### src/scr_pkg.sv
// package: constants for the system configuration register bank
package scr_pkg;
    localparam int unsigned ADDR_W = 8;
    localparam logic [7:0] ERF_GROUP_CFG = 8'h0F;
    localparam logic [3:0] LOC_PORT_OSC_CFG = 4'h0;
    localparam logic [3:0] LOC_STOP_RECOVERY = 4'hB;
    localparam logic [3:0] LOC_WATCHDOG_MODE = 4'hF;
    localparam logic [7:0] ADDR_REG_POINTER = 8'h00;
    localparam logic [7:0] ADDR_BANK_BASE = 8'h40;
    localparam logic [7:0] ADDR_STATUS = 8'h04;
    localparam logic [7:0] PORT_OSC_CFG_RST = 8'hFE;
    localparam logic [7:0] STOP_RECOVERY_RST = 8'h00;
    localparam logic [7:0] WATCHDOG_MODE_RST = 8'h00;
    localparam logic [7:0] REG_POINTER_RST = 8'h00;
    localparam int unsigned CFG_COMP_OUT = 0;
    localparam int unsigned CFG_P1_PUSHPULL = 1;
    localparam int unsigned CFG_P0_PUSHPULL = 2;
    localparam int unsigned CFG_STD_DRIVE_LO = 3;
    localparam int unsigned CFG_OSC_STD = 7;
    localparam int unsigned SR_FLAG = 7;
    localparam int unsigned SR_LEVEL = 6;
    localparam int unsigned SR_DELAY = 5;
    localparam int unsigned SR_SRC_LO = 2;
    localparam int unsigned SR_SRC_HI = 4;
    localparam int unsigned WDM_LOCK_CYCLES = 64;
    localparam logic [31:0] UNMAPPED_READ = 32'h0000_0000;
    localparam logic [1:0] RESP_OKAY = 2'b00;
    localparam logic [1:0] RESP_SLVERR = 2'b10;
    localparam logic [1:0] PMODE_NONE = 2'b00;
    localparam logic [1:0] PMODE_READ = 2'b01;
    localparam logic [1:0] PMODE_PROGRAM = 2'b10;
    localparam logic [5:0] OPTION_ADDR = 6'd63;
endpackage

### src/scr_config_regs.sv
// module: system configuration register bank with AXI4-Lite access
// Contract
// - pointer low nibble picks expanded group, high nibble picks working group
// - three configuration registers live in group F only; others reserved
// - config bit 0 routes comparator outputs onto port3 pins 4 and 7
// - config bit 1: port 1 open-drain when zero, push-pull when one
// - config bit 2: port 0 open-drain when zero, push-pull when one
// - config bits 3..6: ports 0..3 reduced-noise when zero, standard when one
// - config bit 7 selects oscillator drive; clock ratio unchanged; resets one
// - stop-recovery register write-only except read-only bit 7
// - bit 7 set on stop recovery, cleared only by power-on
// - stop-recovery bit 6 picks wake level polarity
// - stop-recovery bit 5 picks reset delay after recovery
// - stop-recovery bits 2..4 encode the wake source
// - stop-recovery register decodes at location 0BH in group F
// - watchdog mode locks after fixed cycles counted from the first instruction after any reset
// - watchdog mode write-only at location 0FH in group F
// - global reset driven while supply is below threshold
// - program modes decoded from pins; option bits at address 63
// - stop recovery keeps watchdog mode and stop-recovery contents
`timescale 1ns/100ps
`default_nettype none
module scr_config_regs
(
    input wire logic core_clk,
    input wire logic resetn,
    input wire logic power_on,
    input wire logic watchdog_reset,
    input wire logic stop_recovered,
    input wire logic first_instr,
    input wire logic supply_low,
    input wire logic mode_sel_pin,
    input wire logic chip_en_n_pin,
    input wire logic out_en_n_pin,
    input wire logic program_strobe_n_pin,
    input wire logic [5:0] prog_addr_pin,
    input wire logic [scr_pkg::ADDR_W-1:0] s_axi_awaddr,
    input wire logic s_axi_awvalid,
    output logic s_axi_awready,
    input wire logic [31:0] s_axi_wdata,
    input wire logic [3:0] s_axi_wstrb,
    input wire logic s_axi_wvalid,
    output logic s_axi_wready,
    output logic [1:0] s_axi_bresp,
    output logic s_axi_bvalid,
    input wire logic s_axi_bready,
    input wire logic [scr_pkg::ADDR_W-1:0] s_axi_araddr,
    input wire logic s_axi_arvalid,
    output logic s_axi_arready,
    output logic [31:0] s_axi_rdata,
    output logic [1:0] s_axi_rresp,
    output logic s_axi_rvalid,
    input wire logic s_axi_rready,
    output logic [3:0] expanded_group,
    output logic [3:0] working_group,
    output logic comp_to_port3,
    output logic port1_push_pull,
    output logic port0_push_pull,
    output logic [3:0] port_std_drive,
    output logic osc_std_drive,
    output logic recovery_level,
    output logic recovery_delay,
    output logic [2:0] recovery_source,
    output logic [7:0] watchdog_mode,
    output logic watchdog_locked,
    output logic global_reset,
    output logic prog_read,
    output logic prog_write,
    output logic prog_option
);
    import scr_pkg::*;

    ////////////////////////////////////////////////////////////////////////
    // pin synchronisers
    logic [9:0] pin_meta_q;
    logic [9:0] pin_sync_q;
    logic [9:0] pin_raw;
    assign pin_raw = {prog_addr_pin, program_strobe_n_pin, out_en_n_pin, chip_en_n_pin, mode_sel_pin};

    always_ff @(posedge core_clk)
    begin
        pin_meta_q <= pin_raw;
        pin_sync_q <= pin_meta_q;
    end

    logic supply_meta_q;
    logic supply_sync_q;
    always_ff @(posedge core_clk)
    begin
        supply_meta_q <= supply_low;
        supply_sync_q <= supply_meta_q;
    end

    ////////////////////////////////////////////////////////////////////////
    // write channel
    logic aw_held_q;
    logic w_held_q;
    logic [ADDR_W-1:0] aw_addr_q;
    logic [31:0] w_data_q;
    logic w_lane0_q;
    logic bvalid_q;
    logic [1:0] bresp_q;

    wire aw_take = s_axi_awvalid && !aw_held_q && !bvalid_q;
    wire w_take = s_axi_wvalid && !w_held_q && !bvalid_q;
    wire aw_have = aw_held_q || aw_take;
    wire w_have = w_held_q || w_take;
    wire wr_fire = aw_have && w_have && !bvalid_q;
    wire [ADDR_W-1:0] wr_addr = aw_held_q ? aw_addr_q : s_axi_awaddr;
    wire [7:0] wr_byte = w_held_q ? w_data_q[7:0] : s_axi_wdata[7:0];
    wire wr_lane0 = w_held_q ? w_lane0_q : s_axi_wstrb[0];
    wire wr_bank = wr_addr[7:6] == ADDR_BANK_BASE[7:6];
    wire wr_map = (wr_addr == ADDR_REG_POINTER) || (wr_addr == ADDR_STATUS) || wr_bank;

    always_ff @(posedge core_clk)
    begin
        if (!resetn)
        begin
            aw_held_q <= 1'b0;
            w_held_q <= 1'b0;
            aw_addr_q <= '0;
            w_data_q <= '0;
            w_lane0_q <= 1'b0;
            bvalid_q <= 1'b0;
            bresp_q <= RESP_OKAY;
        end
        else
        begin
            if (aw_take)
                aw_addr_q <= s_axi_awaddr;
            if (w_take)
            begin
                w_data_q <= s_axi_wdata;
                w_lane0_q <= s_axi_wstrb[0];
            end
            aw_held_q <= wr_fire ? 1'b0 : aw_have;
            w_held_q <= wr_fire ? 1'b0 : w_have;
            if (wr_fire)
            begin
                bvalid_q <= 1'b1;
                bresp_q <= wr_map ? RESP_OKAY : RESP_SLVERR;
            end
            else if (s_axi_bready)
                bvalid_q <= 1'b0;
        end
    end

    ////////////////////////////////////////////////////////////////////////
    // expanded register decode
    logic [7:0] reg_pointer_q;
    logic [7:0] port_osc_cfg_q;
    logic [6:0] stop_recovery_q;
    logic stop_flag_q;
    logic [7:0] watchdog_mode_q;
    logic [6:0] lock_cnt_q;
    logic locked_q;

    wire grp_f = reg_pointer_q[3:0] == ERF_GROUP_CFG[3:0];
    wire wr_port_oscillator_config = wr_fire && wr_lane0 && wr_bank && grp_f && wr_addr[5:2] == LOC_PORT_OSC_CFG;
    wire wr_smr = wr_fire && wr_lane0 && wr_bank && grp_f && wr_addr[5:2] == LOC_STOP_RECOVERY;
    wire wr_wdm = wr_fire && wr_lane0 && wr_bank && grp_f && wr_addr[5:2] == LOC_WATCHDOG_MODE;
    wire wr_rp = wr_fire && wr_lane0 && wr_addr == ADDR_REG_POINTER;
    wire any_reset = power_on || watchdog_reset || stop_recovered;

    always_ff @(posedge core_clk)
    begin
        if (!resetn)
        begin
            reg_pointer_q <= REG_POINTER_RST;
            port_osc_cfg_q <= PORT_OSC_CFG_RST | 8'h80;
        end
        else
        begin
            if (wr_rp)
                reg_pointer_q <= wr_byte;
            if (wr_port_oscillator_config)
                port_osc_cfg_q <= wr_byte;
        end
    end

    // stop-recovery and watchdog mode survive a stop recovery
    always_ff @(posedge core_clk)
    begin
        if (power_on)
        begin
            stop_recovery_q <= STOP_RECOVERY_RST[6:0];
            stop_flag_q <= 1'b0;
            watchdog_mode_q <= WATCHDOG_MODE_RST;
        end
        else
        begin
            if (wr_smr)
                stop_recovery_q <= wr_byte[6:0];
            if (stop_recovered)
                stop_flag_q <= 1'b1;
            if (wr_wdm && !locked_q)
                watchdog_mode_q <= wr_byte;
        end
    end

    // lock counter restarts on every reset kind, runs from first instruction
    logic counting_q;
    always_ff @(posedge core_clk)
    begin
        if (!resetn || any_reset)
        begin
            lock_cnt_q <= '0;
            locked_q <= 1'b0;
            counting_q <= 1'b0;
        end
        else
        begin
            if (first_instr)
                counting_q <= 1'b1;
            if ((counting_q || first_instr) && !locked_q)
            begin
                if (lock_cnt_q == 7'(WDM_LOCK_CYCLES - 1))
                    locked_q <= 1'b1;
                else
                    lock_cnt_q <= lock_cnt_q + 7'd1;
            end
        end
    end

    ////////////////////////////////////////////////////////////////////////
    // read channel
    logic rvalid_q;
    logic [31:0] rdata_q;
    logic [1:0] rresp_q;
    wire ar_take = s_axi_arvalid && !rvalid_q;
    wire rd_bank = s_axi_araddr[7:6] == ADDR_BANK_BASE[7:6];
    wire rd_smr = rd_bank && grp_f && s_axi_araddr[5:2] == LOC_STOP_RECOVERY;
    wire rd_port_oscillator_config = rd_bank && grp_f && s_axi_araddr[5:2] == LOC_PORT_OSC_CFG;
    wire rd_rp = s_axi_araddr == ADDR_REG_POINTER;
    wire rd_stat = s_axi_araddr == ADDR_STATUS;
    wire rd_map = rd_rp || rd_stat || rd_bank;
    wire [31:0] rd_word = rd_rp ? {24'h000000, reg_pointer_q} :
                          rd_port_oscillator_config ? {24'h000000, port_osc_cfg_q} :
                          rd_smr ? {24'h000000, stop_flag_q, 7'h00} :
                          rd_stat ? {30'h00000000, locked_q, stop_flag_q} :
                          UNMAPPED_READ;

    always_ff @(posedge core_clk)
    begin
        if (!resetn)
        begin
            rvalid_q <= 1'b0;
            rdata_q <= '0;
            rresp_q <= RESP_OKAY;
        end
        else if (ar_take)
        begin
            rvalid_q <= 1'b1;
            rdata_q <= rd_word;
            rresp_q <= rd_map ? RESP_OKAY : RESP_SLVERR;
        end
        else if (s_axi_rready)
            rvalid_q <= 1'b0;
    end

    ////////////////////////////////////////////////////////////////////////
    // programming mode decode
    wire p_mode = pin_sync_q[0];
    wire p_ce_n = pin_sync_q[1];
    wire p_oe_n = pin_sync_q[2];
    wire p_pgm_n = pin_sync_q[3];
    wire [5:0] p_addr = pin_sync_q[9:4];
    wire dec_read = p_mode && !p_ce_n && !p_oe_n && p_pgm_n;
    wire dec_prog = p_mode && !p_ce_n && p_oe_n && !p_pgm_n;
    wire dec_opt = (dec_read || dec_prog) && p_addr == OPTION_ADDR;

    ////////////////////////////////////////////////////////////////////////
    // registered outputs
    always_ff @(posedge core_clk)
    begin
        if (!resetn)
        begin
            prog_read <= 1'b0;
            prog_write <= 1'b0;
            prog_option <= 1'b0;
            global_reset <= 1'b1;
        end
        else
        begin
            prog_read <= dec_read;
            prog_write <= dec_prog;
            prog_option <= dec_opt;
            global_reset <= supply_sync_q;
        end
    end

    always_ff @(posedge core_clk)
    begin
        expanded_group <= reg_pointer_q[3:0];
        working_group <= reg_pointer_q[7:4];
        comp_to_port3 <= port_osc_cfg_q[CFG_COMP_OUT];
        port1_push_pull <= port_osc_cfg_q[CFG_P1_PUSHPULL];
        port0_push_pull <= port_osc_cfg_q[CFG_P0_PUSHPULL];
        port_std_drive <= port_osc_cfg_q[CFG_STD_DRIVE_LO+3:CFG_STD_DRIVE_LO];
        osc_std_drive <= port_osc_cfg_q[CFG_OSC_STD];
        recovery_level <= stop_recovery_q[SR_LEVEL];
        recovery_delay <= stop_recovery_q[SR_DELAY];
        recovery_source <= stop_recovery_q[SR_SRC_HI:SR_SRC_LO];
        watchdog_mode <= watchdog_mode_q;
        watchdog_locked <= locked_q;
    end

    assign s_axi_awready = aw_take;
    assign s_axi_wready = w_take;
    assign s_axi_bvalid = bvalid_q;
    assign s_axi_bresp = bresp_q;
    assign s_axi_arready = ar_take;
    assign s_axi_rvalid = rvalid_q;
    assign s_axi_rdata = rdata_q;
    assign s_axi_rresp = rresp_q;
endmodule
`default_nettype wire

### config.mk
export PLATFORM = sky130hd
export DESIGN_NAME = scr_config_regs
export DESIGN_NICKNAME = d
export VERILOG_FILES = /design/src/scr_pkg.sv /design/src/scr_config_regs.sv
export SDC_FILE = /design/constraint.sdc
export NUM_CORES = 1
export LEC_CHECK = 0
export BUFFER_PORTS_ARGS = -buffer_cell sky130_fd_sc_hd__buf_2
export CAP_MARGIN = 20
export CORE_MARGIN = 3
export CORE_UTILIZATION = 45
export CTS_CLUSTER_SIZE = 10
export DETAILED_ROUTE_END_ITERATION = 8
export GPL_TIMING_DRIVEN = 1
export PLACE_DENSITY = 0.72
export SLEW_MARGIN = 5
export SYNTH_ARGS = -nofsm -noshare
export SYNTH_HDL_FRONTEND = slang
export SYNTH_SLANG_ARGS = --single-unit
### constraint.sdc
create_clock -name core_clk -period 3.18 [get_ports core_clk]
set_input_delay 0.636 -clock core_clk [delete_from_list [all_inputs] [get_ports core_clk]]
set_output_delay 0.636 -clock core_clk [all_outputs]
set_load 0.05 [all_outputs]
==> reports/results.tsv, run 1 <==
stage	metric	value	unit
clocking	cts_buffers	17	
clocking	cts.htree.levels	4	
pwr	intPower	2.92	mW
setup_path	path_buf_inv	2	
sta	fin_crit_sh	86.4	%
place	hpwl	6960	µm
pwr	vdd_ir_drop_max	0.000329	V
sta	final_max_slew_viol_count	0	
pwr	powerDensity	695	mW/mm²
setup_path	regToRegSetupSlack	0.89	ns
outcome	outcome	finished, final reports clean	
setup_path	cpLargestDelayFamily	flip-flops	
yosys	yosys_warnings	0	
setup_path	critPathKind	flip-flop to output port	
finish	final_nets	602	
clocking	clockBufferDepth	2	
floorplanning	initial_core_util	47.5	%
pwr	combPwrFrac	8.3	%
sta	slew_headroom	52.9	%
detailed_routing	dr.first_iter.drc_count	261	
detailed_routing	avgRoutedWirePerCell	14.7	µm
place	place.gp.congestion	0.797	
yosys	avgSynthCellArea	10.5	µm²
finish	drive_above_1_share	27.0	%
sta	rsz0062_at_grt	no	
detailed_routing	viasPerCell	5.17	
setup_path	required	2.54	ns
yosys	synth.top_cell.area_share	55.9	%
setup_path	cp_slowest_cell	dfxtp_1	
global_routing	grt_pass1_vias	3244	
yosys	synth-seq-cells	126	
pwr	p_clk_share	48.8	%
setup_path	arrival	2.11	ns
setup_path	worstReg2RegStart	aw_held_q	
setup_path	critical_path.cell_chain	nor2_1, nand2_1, inv_1, buf_2	
sta	fin_crit	2.75	ns
clocking	cts_tree	yes	
setup_path	slowest_delay	0.70	ns
run	cap_violations	0	
setup_path	rr_worst_depth	4	
global_routing	grt_pass1_wl	15700	µm
setup_path	end_kind	output port	
clocking	cts.sinks	126	
pwr	netSwitchingPower	0.947	mW
setup_path	startpoint_type	flip-flop	
global_routing	grt_max_degree	40	
sta	hold_violations	0	
worst_hold_path	worstHoldPathCells	1	
detailed_routing	drc_errors	0	
yosys	postSynth.asyncResetShare	0	%
yosys	syn_inst	431	
place	port_buffers	95	
pwr	p_leak	2.39	nW
yosys	synth_cell_type_count	55	
sta	setup_viol	0	
detailed_routing	drtPass1Iterations	5	
yosys	synth_area_leaders	dfxtp_1 (56%), mux2i_1 (5.8%), buf_4 (4.5%), nand2_1 (3.4%), a31oi_1 (3.0%)	
floorplanning	core	0.00950	mm²
global_routing	grt_overflow	0	
global_routing	antenna_found_initial	0	
clocking	hold_buffers	0	
pwr	power.total	3.87	mW
yosys	synth_top_area_cell	dfxtp_1	
yosys	ys.flop_type	dfxtp_1	
global_routing	gr-usage-all-layers	17.6	%
finish	final_cell_mix	dfxtp_1 (126), buf_2 (95), nand2_1 (41)	
sta	max_freq	364	MHz
floorplanning	die-area	0.0113	mm²
pwr	seqPwrFrac	42.9	%
floorplanning	ios	149	
clocking	post_cts_resized	0	
sta	skew	0.00957	ns
yosys	synth_enable_flop_cells	0	
clocking	clkTransAtPathRegs	0.06	ns
finish	layout-area-overhead-vs-synth	23.3	%
clocking	insertion_delay	0.51	ns
floorplanning	fp.dieW	106	µm
worst_hold_path	hold_class	primary input to flip-flop	
clocking	post_cts_buffers	0	
finish	antenna_cells	0	
setup_path	crit_path_max_fanout	13	
worst_hold_path	worstHoldEndpoint	supply_meta_q	
sta	worst_pin_slew	0.687	ns
worst_hold_path	min_from	supply_low	
detailed_routing	routed_wl	9810	µm
clocking	cts-root-buf	clkbuf_8	
detailed_routing	drt.antenna.violating_nets	0	
yosys	syn_area	0.00451	mm²
finish	final_common_cell	dfxtp_1	
yosys	yosysSeqAreaShare	55.9	%
floorplanning	die_h	106	µm
floorplanning	rows	35	
pwr	swShare	24.5	%
sta	fin_setup_tns	0	ns
detailed_routing	vias	3460	
setup_path	reg2reg_to	watchdog_mode_q[5]	
==> power groups by stage <==
stage               Sequential, mW  Clock, mW  Combinational [mW]
finish                        1.66       1.89               0.322
global route                  1.66       1.99               0.347
CTS                           1.66       1.91               0.322
detailed placement            1.69          0               0.319
global placement              1.69          0               0.314
floorplan                     1.70          0               0.257
==> kinds of logic after synthesis <==
family                     count (synthesis)  share of synthesized area [%]
AOI/OAI and AO/OA                         86                           13.7
DFF                                      126                           55.9
muxes                                     29                           6.60
adders and majority gates                  1                          0.277
buffers and inverters                     59                           7.79
other                                      1                         0.0831
and+or+nand+nor                          127                           15.3
xor gates and xnor gates                   2                          0.388
==> per-layer routing <==
metal,wire [µm],vias up,GRT usage (%)
li1,-,1689,-
met1,4310,1616,22.6
met2,4620,144,27.3
met3,765,11,5.65
met4,116,0,7.12
met5,0,-,0
==> metrics by stage <==
stage | hold WS (ns) | utilization, % | instances | setup slack [ns] | cell area, µm²
finish | 0.229 | 58.6 | 669 | 0.433 | 5570
detailed placement | 0.312 | 52.3 | 637 | 0.899 | 4970
CTS | 0.206 | 58.6 | 669 | 0.421 | 5570
floorplan | 0.310 | - | 456 | 0.982 | 4610
global placement | 0.312 | 52.3 | 637 | 0.908 | 4970
global route | 0.203 | 58.6 | 669 | 0.293 | 5570
==> flip-flops by register name, indices dropped and copies added, names as in the netlist, 5 cells and up <==
signal / count
stop_recovery_q: 5
watchdog_mode_q: 8
aw_addr_q: 8
reg_pointer_q: 8
port_osc_cfg_q: 8
pin_meta_q: 10
lock_cnt_q: 7
s_axi_rdata: 8
pin_sync_q: 10
watchdog_mode: 8
w_data_q: 8
==> area by class of cell <==
class | count | area, µm²
Inverter | 12 | 45.0
Timing Repair Buffer | 99 | 505
Clock buffer | 21 | 469
Sequential cell | 126 | 2520
Clock inverter | 11 | 130
Fill cell | 812 | 3940
Tap cell | 129 | 161
Multi-Input combinational cell | 271 | 1730
==> worst max path at each step <==
stage,start,end,slack [ns],depth (start not counted)
2_1_floorplan,s_axi_bvalid,s_axi_wready,0.98,4
3_3_place_gp,s_axi_awaddr[7],watchdog_mode_q[5],0.91,5
3_5_place_dp,s_axi_awaddr[7],watchdog_mode_q[3],0.90,5
4_1_cts,w_held_q,s_axi_wready,0.42,4
5_1_grt,w_held_q,s_axi_wready,0.29,4
6_report,w_held_q,s_axi_wready,0.43,4
==> synth_stat cells, types with 3 or more instances <==
master / n
a211oi_1: 12
a21oi_1: 15
a2bb2oi_1: 5
a31oi_1: 22
a32oi_1: 5
and3_1: 3
buf_2: 5
buf_4: 27
buf_6: 3
clkbuf_1: 12
dfxtp_1: 126
inv_1: 11
mux2i_1: 26
nand2_1: 41
nand2b_1: 11
nand3_1: 5
nand4b_1: 3
nor2_1: 26
nor3_1: 3
nor3b_1: 5
nor4_1: 12
o211a_1: 4
o21ai_0: 6
or3_1: 4
==> worst register-to-register path, stage by stage (launching register included) <==
cell      delay (ns)
dfxtp_1         0.71
mux2i_1         0.67
nor2_2          0.21
and3_1          0.34
a211oi_1        0.27
No activity file was read; power rests on OpenSTA's default activity.
==> run 2, diff against run 1 <==
--- a/config.mk
+++ b/config.mk
@@ -5,14 +5,13 @@
 export SDC_FILE = /design/constraint.sdc
 export NUM_CORES = 1
 export LEC_CHECK = 0
-export BUFFER_PORTS_ARGS = -buffer_cell sky130_fd_sc_hd__buf_2
 export CAP_MARGIN = 20
 export CORE_MARGIN = 3
 export CORE_UTILIZATION = 45
 export CTS_CLUSTER_SIZE = 10
 export DETAILED_ROUTE_END_ITERATION = 8
+export DONT_BUFFER_PORTS = 1
 export GPL_TIMING_DRIVEN = 1
-export PLACE_DENSITY = 0.72
 export SLEW_MARGIN = 5
 export SYNTH_ARGS = -nofsm -noshare
 export SYNTH_HDL_FRONTEND = slang
==> reports/results.tsv, run 2 (synthesized netlist as in run 1, its figures left out) <==
stage	metric	value	unit	change
clocking	cts.sinks	126		unchanged
worst_hold_path	worstHoldEndpoint	pin_meta_q[3]		
detailed_routing	viasPerCell	5.28		+2.0%
setup_path	critPathKind	flip-flop to output port		
detailed_routing	avgRoutedWirePerCell	16.2	µm	+11%
outcome	outcome	finished, final reports clean		
detailed_routing	routed_wl	9320	µm	-5.0%
pwr	combPwrFrac	6.7	%	-1.6 points
floorplanning	die_h	106	µm	unchanged
setup_path	worstReg2RegStart	aw_held_q		
setup_path	crit_start	s_axi_bvalid		
place	place.gp.congestion	0.792		-0.55%
pwr	intPower	2.70	mW	-7.4%
sta	holdWs	0.151	ns	-0.0777 ns
setup_path	rr_worst_depth	4		unchanged
pwr	vdd_ir_drop_max	0.000412	V	+25%
detailed_routing	drtPass1Iterations	4		-1
setup_path	arrival	2.14	ns	+0.03 ns
setup_path	startpoint_type	flip-flop		
detailed_routing	top_layer_used	met4		
pwr	swShare	24.9	%	+0.39 points
setup_path	end_kind	output port		
finish	seq_area	0.00252	mm²	unchanged
clocking	hold_buffers	0		unchanged
floorplanning	die-area	0.0113	mm²	unchanged
pwr	netSwitchingPower	0.896	mW	-5.4%
finish	drive_above_1_share	10.8	%	-16 points
clocking	cts-root-buf	clkbuf_8		
run	cap_violations	0		unchanged
clocking	cts_tree	yes		
clocking	insertion_delay	0.51	ns	about the same
worst_hold_path	worstHoldPathCells	0		-1
finish	layout-area-overhead-vs-synth	11.2	%	
floorplanning	rows	35		unchanged
place	port_buffers	0		-100%
clocking	cts_buffers	17		unchanged
place	hpwl	6490	µm	-6.8%
setup_path	crit_path_max_fanout	11		-2
detailed_routing	met1Wirelength	4090	µm	-4.9%
clocking	cts.htree.levels	4		unchanged
sta	fin_setup_tns	0	ns	unchanged
sta	max_freq	361	MHz	-0.91%
pwr	p_clk_share	46.6	%	-2.2 points
detailed_routing	drt.antenna.violating_nets	0		unchanged
finish	final_common_cell	dfxtp_1		
floorplanning	fp.dieW	106	µm	unchanged
sta	fin_crit	2.77	ns	+0.0253 ns
global_routing	gr-usage-all-layers	17.2	%	-0.35 points
global_routing	grt_pass1_vias	2941		-9.3%
finish	top_regs	pin_meta_q x10, pin_sync_q x10		
sta	fin_crit_sh	87.2	%	+0.80 points
sta	skew	0.0112	ns	+0.00168 ns
clocking	clockBufferDepth	2		unchanged
sta	worst_pin_slew	0.742	ns	+0.0553 ns
global_routing	grt_max_degree	41		+2.5%
detailed_routing	met2_length	4200	µm	-9.1%
setup_path	required	2.54	ns	about the same
finish	final_nets	506		-16%
detailed_routing	vias	3029		-12%
clocking	clkTransAtPathRegs	0.06	ns	about the same
detailed_routing	wl_met3	868	µm	+13%
clocking	post_cts_resized	0		unchanged
pwr	p_leak	1.93	nW	-19%
floorplanning	core	0.00950	mm²	unchanged
worst_hold_path	min_from	program_strobe_n_pin		
sta	slew_headroom	50.5	%	-2.4 points
global_routing	antenna_found_initial	1		+1
sta	rsz0062_at_grt	no		
finish	multi_input_area	0.00174	mm²	+0.29%
finish	final_cell_mix	dfxtp_1 (126), nand2_1 (41), nor2_1 (26), mux2i_1 (26), conb_1 (26)		
global_routing	grt_pass1_wl	15000	µm	-4.4%
finish	utilization	52.8	%	-5.8 points
detailed_routing	dr.first_iter.drc_count	168		-36%
detailed_routing	drc_errors	0		unchanged
sta	setup_viol	0		unchanged
floorplanning	ios	149		unchanged
sta	final_max_slew_viol_count	0		unchanged
floorplanning	initial_core_util	47.5	%	unchanged
sta	hold_violations	0		unchanged
setup_path	regToRegSetupSlack	0.89	ns	about the same
setup_path	reg2reg_to	watchdog_mode_q[1]		
finish	fill_cells	865		+6.5%
clocking	post_cts_buffers	0		unchanged
global_routing	grt_overflow	0		unchanged
pwr	seqPwrFrac	46.7	%	+3.8 points
pwr	powerDensity	717	mW/mm²	+3.2%
worst_hold_path	hold_class	primary input to flip-flop		
==> run 2: cell count changes in the layout (fill, tap and decap cells not counted), sizes merged <==
| cell | previous run | this run |
|---|---|---|
| buf | 99 | 3 |
| bufinv | 2 | 0 |
| diode | 0 | 1 |
| clkinv | 2 | 3 |
| clkinvlp | 4 | 5 |
| inv | 15 | 13 |
| clkbuf | 21 | 23 |
==> run 2: power groups by stage <==
stage	Combinational [mW]	Clock (mW)	Sequential, mW
6_report	0.241	1.68	1.68
5_1_grt	0.261	1.80	1.69
4_1_cts	0.241	1.72	1.68
3_5_place_dp	0.241	0	1.72
3_3_place_gp	0.239	0	1.71
2_1_floorplan	0.257	0	1.70
==> run 2: how the worst max path moves through the flow <==
stage          cells past startpoint  slack, ns                  to
6_report                           3       0.41        s_axi_wready
5_1_grt                            3       0.27        s_axi_wready
4_1_cts                            3       0.37        s_axi_wready
3_5_place_dp                       4       0.91  watchdog_mode_q[1]
3_3_place_gp                       4       0.93  watchdog_mode_q[0]
2_1_floorplan                      4       0.98        s_axi_wready
==> run 2: layer usage <==
| metal | global-route usage [%] | vias to the layer above |
|---|---|---|
| li1 | - | 1501 |
| met1 | 20.8 | 1396 |
| met2 | 26.0 | 119 |
| met3 | 8.38 | 13 |
| met4 | 7.40 | 0 |
| met5 | 0 | - |
==> run 2: per-stage QoR <==
stage          setup slack (ns)  instances  power, mW  instance area (µm²)
6_report                  0.408        574       3.60                 5020
5_1_grt                   0.266        574       3.75                 5020
4_1_cts                   0.366        573       3.64                 5020
3_5_place_dp              0.913        541       1.96                 4490
3_3_place_gp              0.929        541       1.95                 4490
2_1_floorplan             0.982        456       1.95                 4610
==> run 2: worst max-delay path, cell delays in order (launching register included) <==
cell and delay, ns:
dfxtp_1 0.78, nor2_1 0.11, nand2_1 0.30, inv_1 0.43
==> run 2: cell type report <==
cell class / count / share of cell area (%)
Multi-Input combinational cell: 271 / 34.6
Timing Repair Buffer: 3 / 0.449
Clock inverter: 9 / 1.22
Tap cell: 129 / 3.22
Antenna cell: 1 / 0.0499
Sequential cell: 126 / 50.2
Inverter: 12 / 0.897
Clock buffer: 23 / 9.30
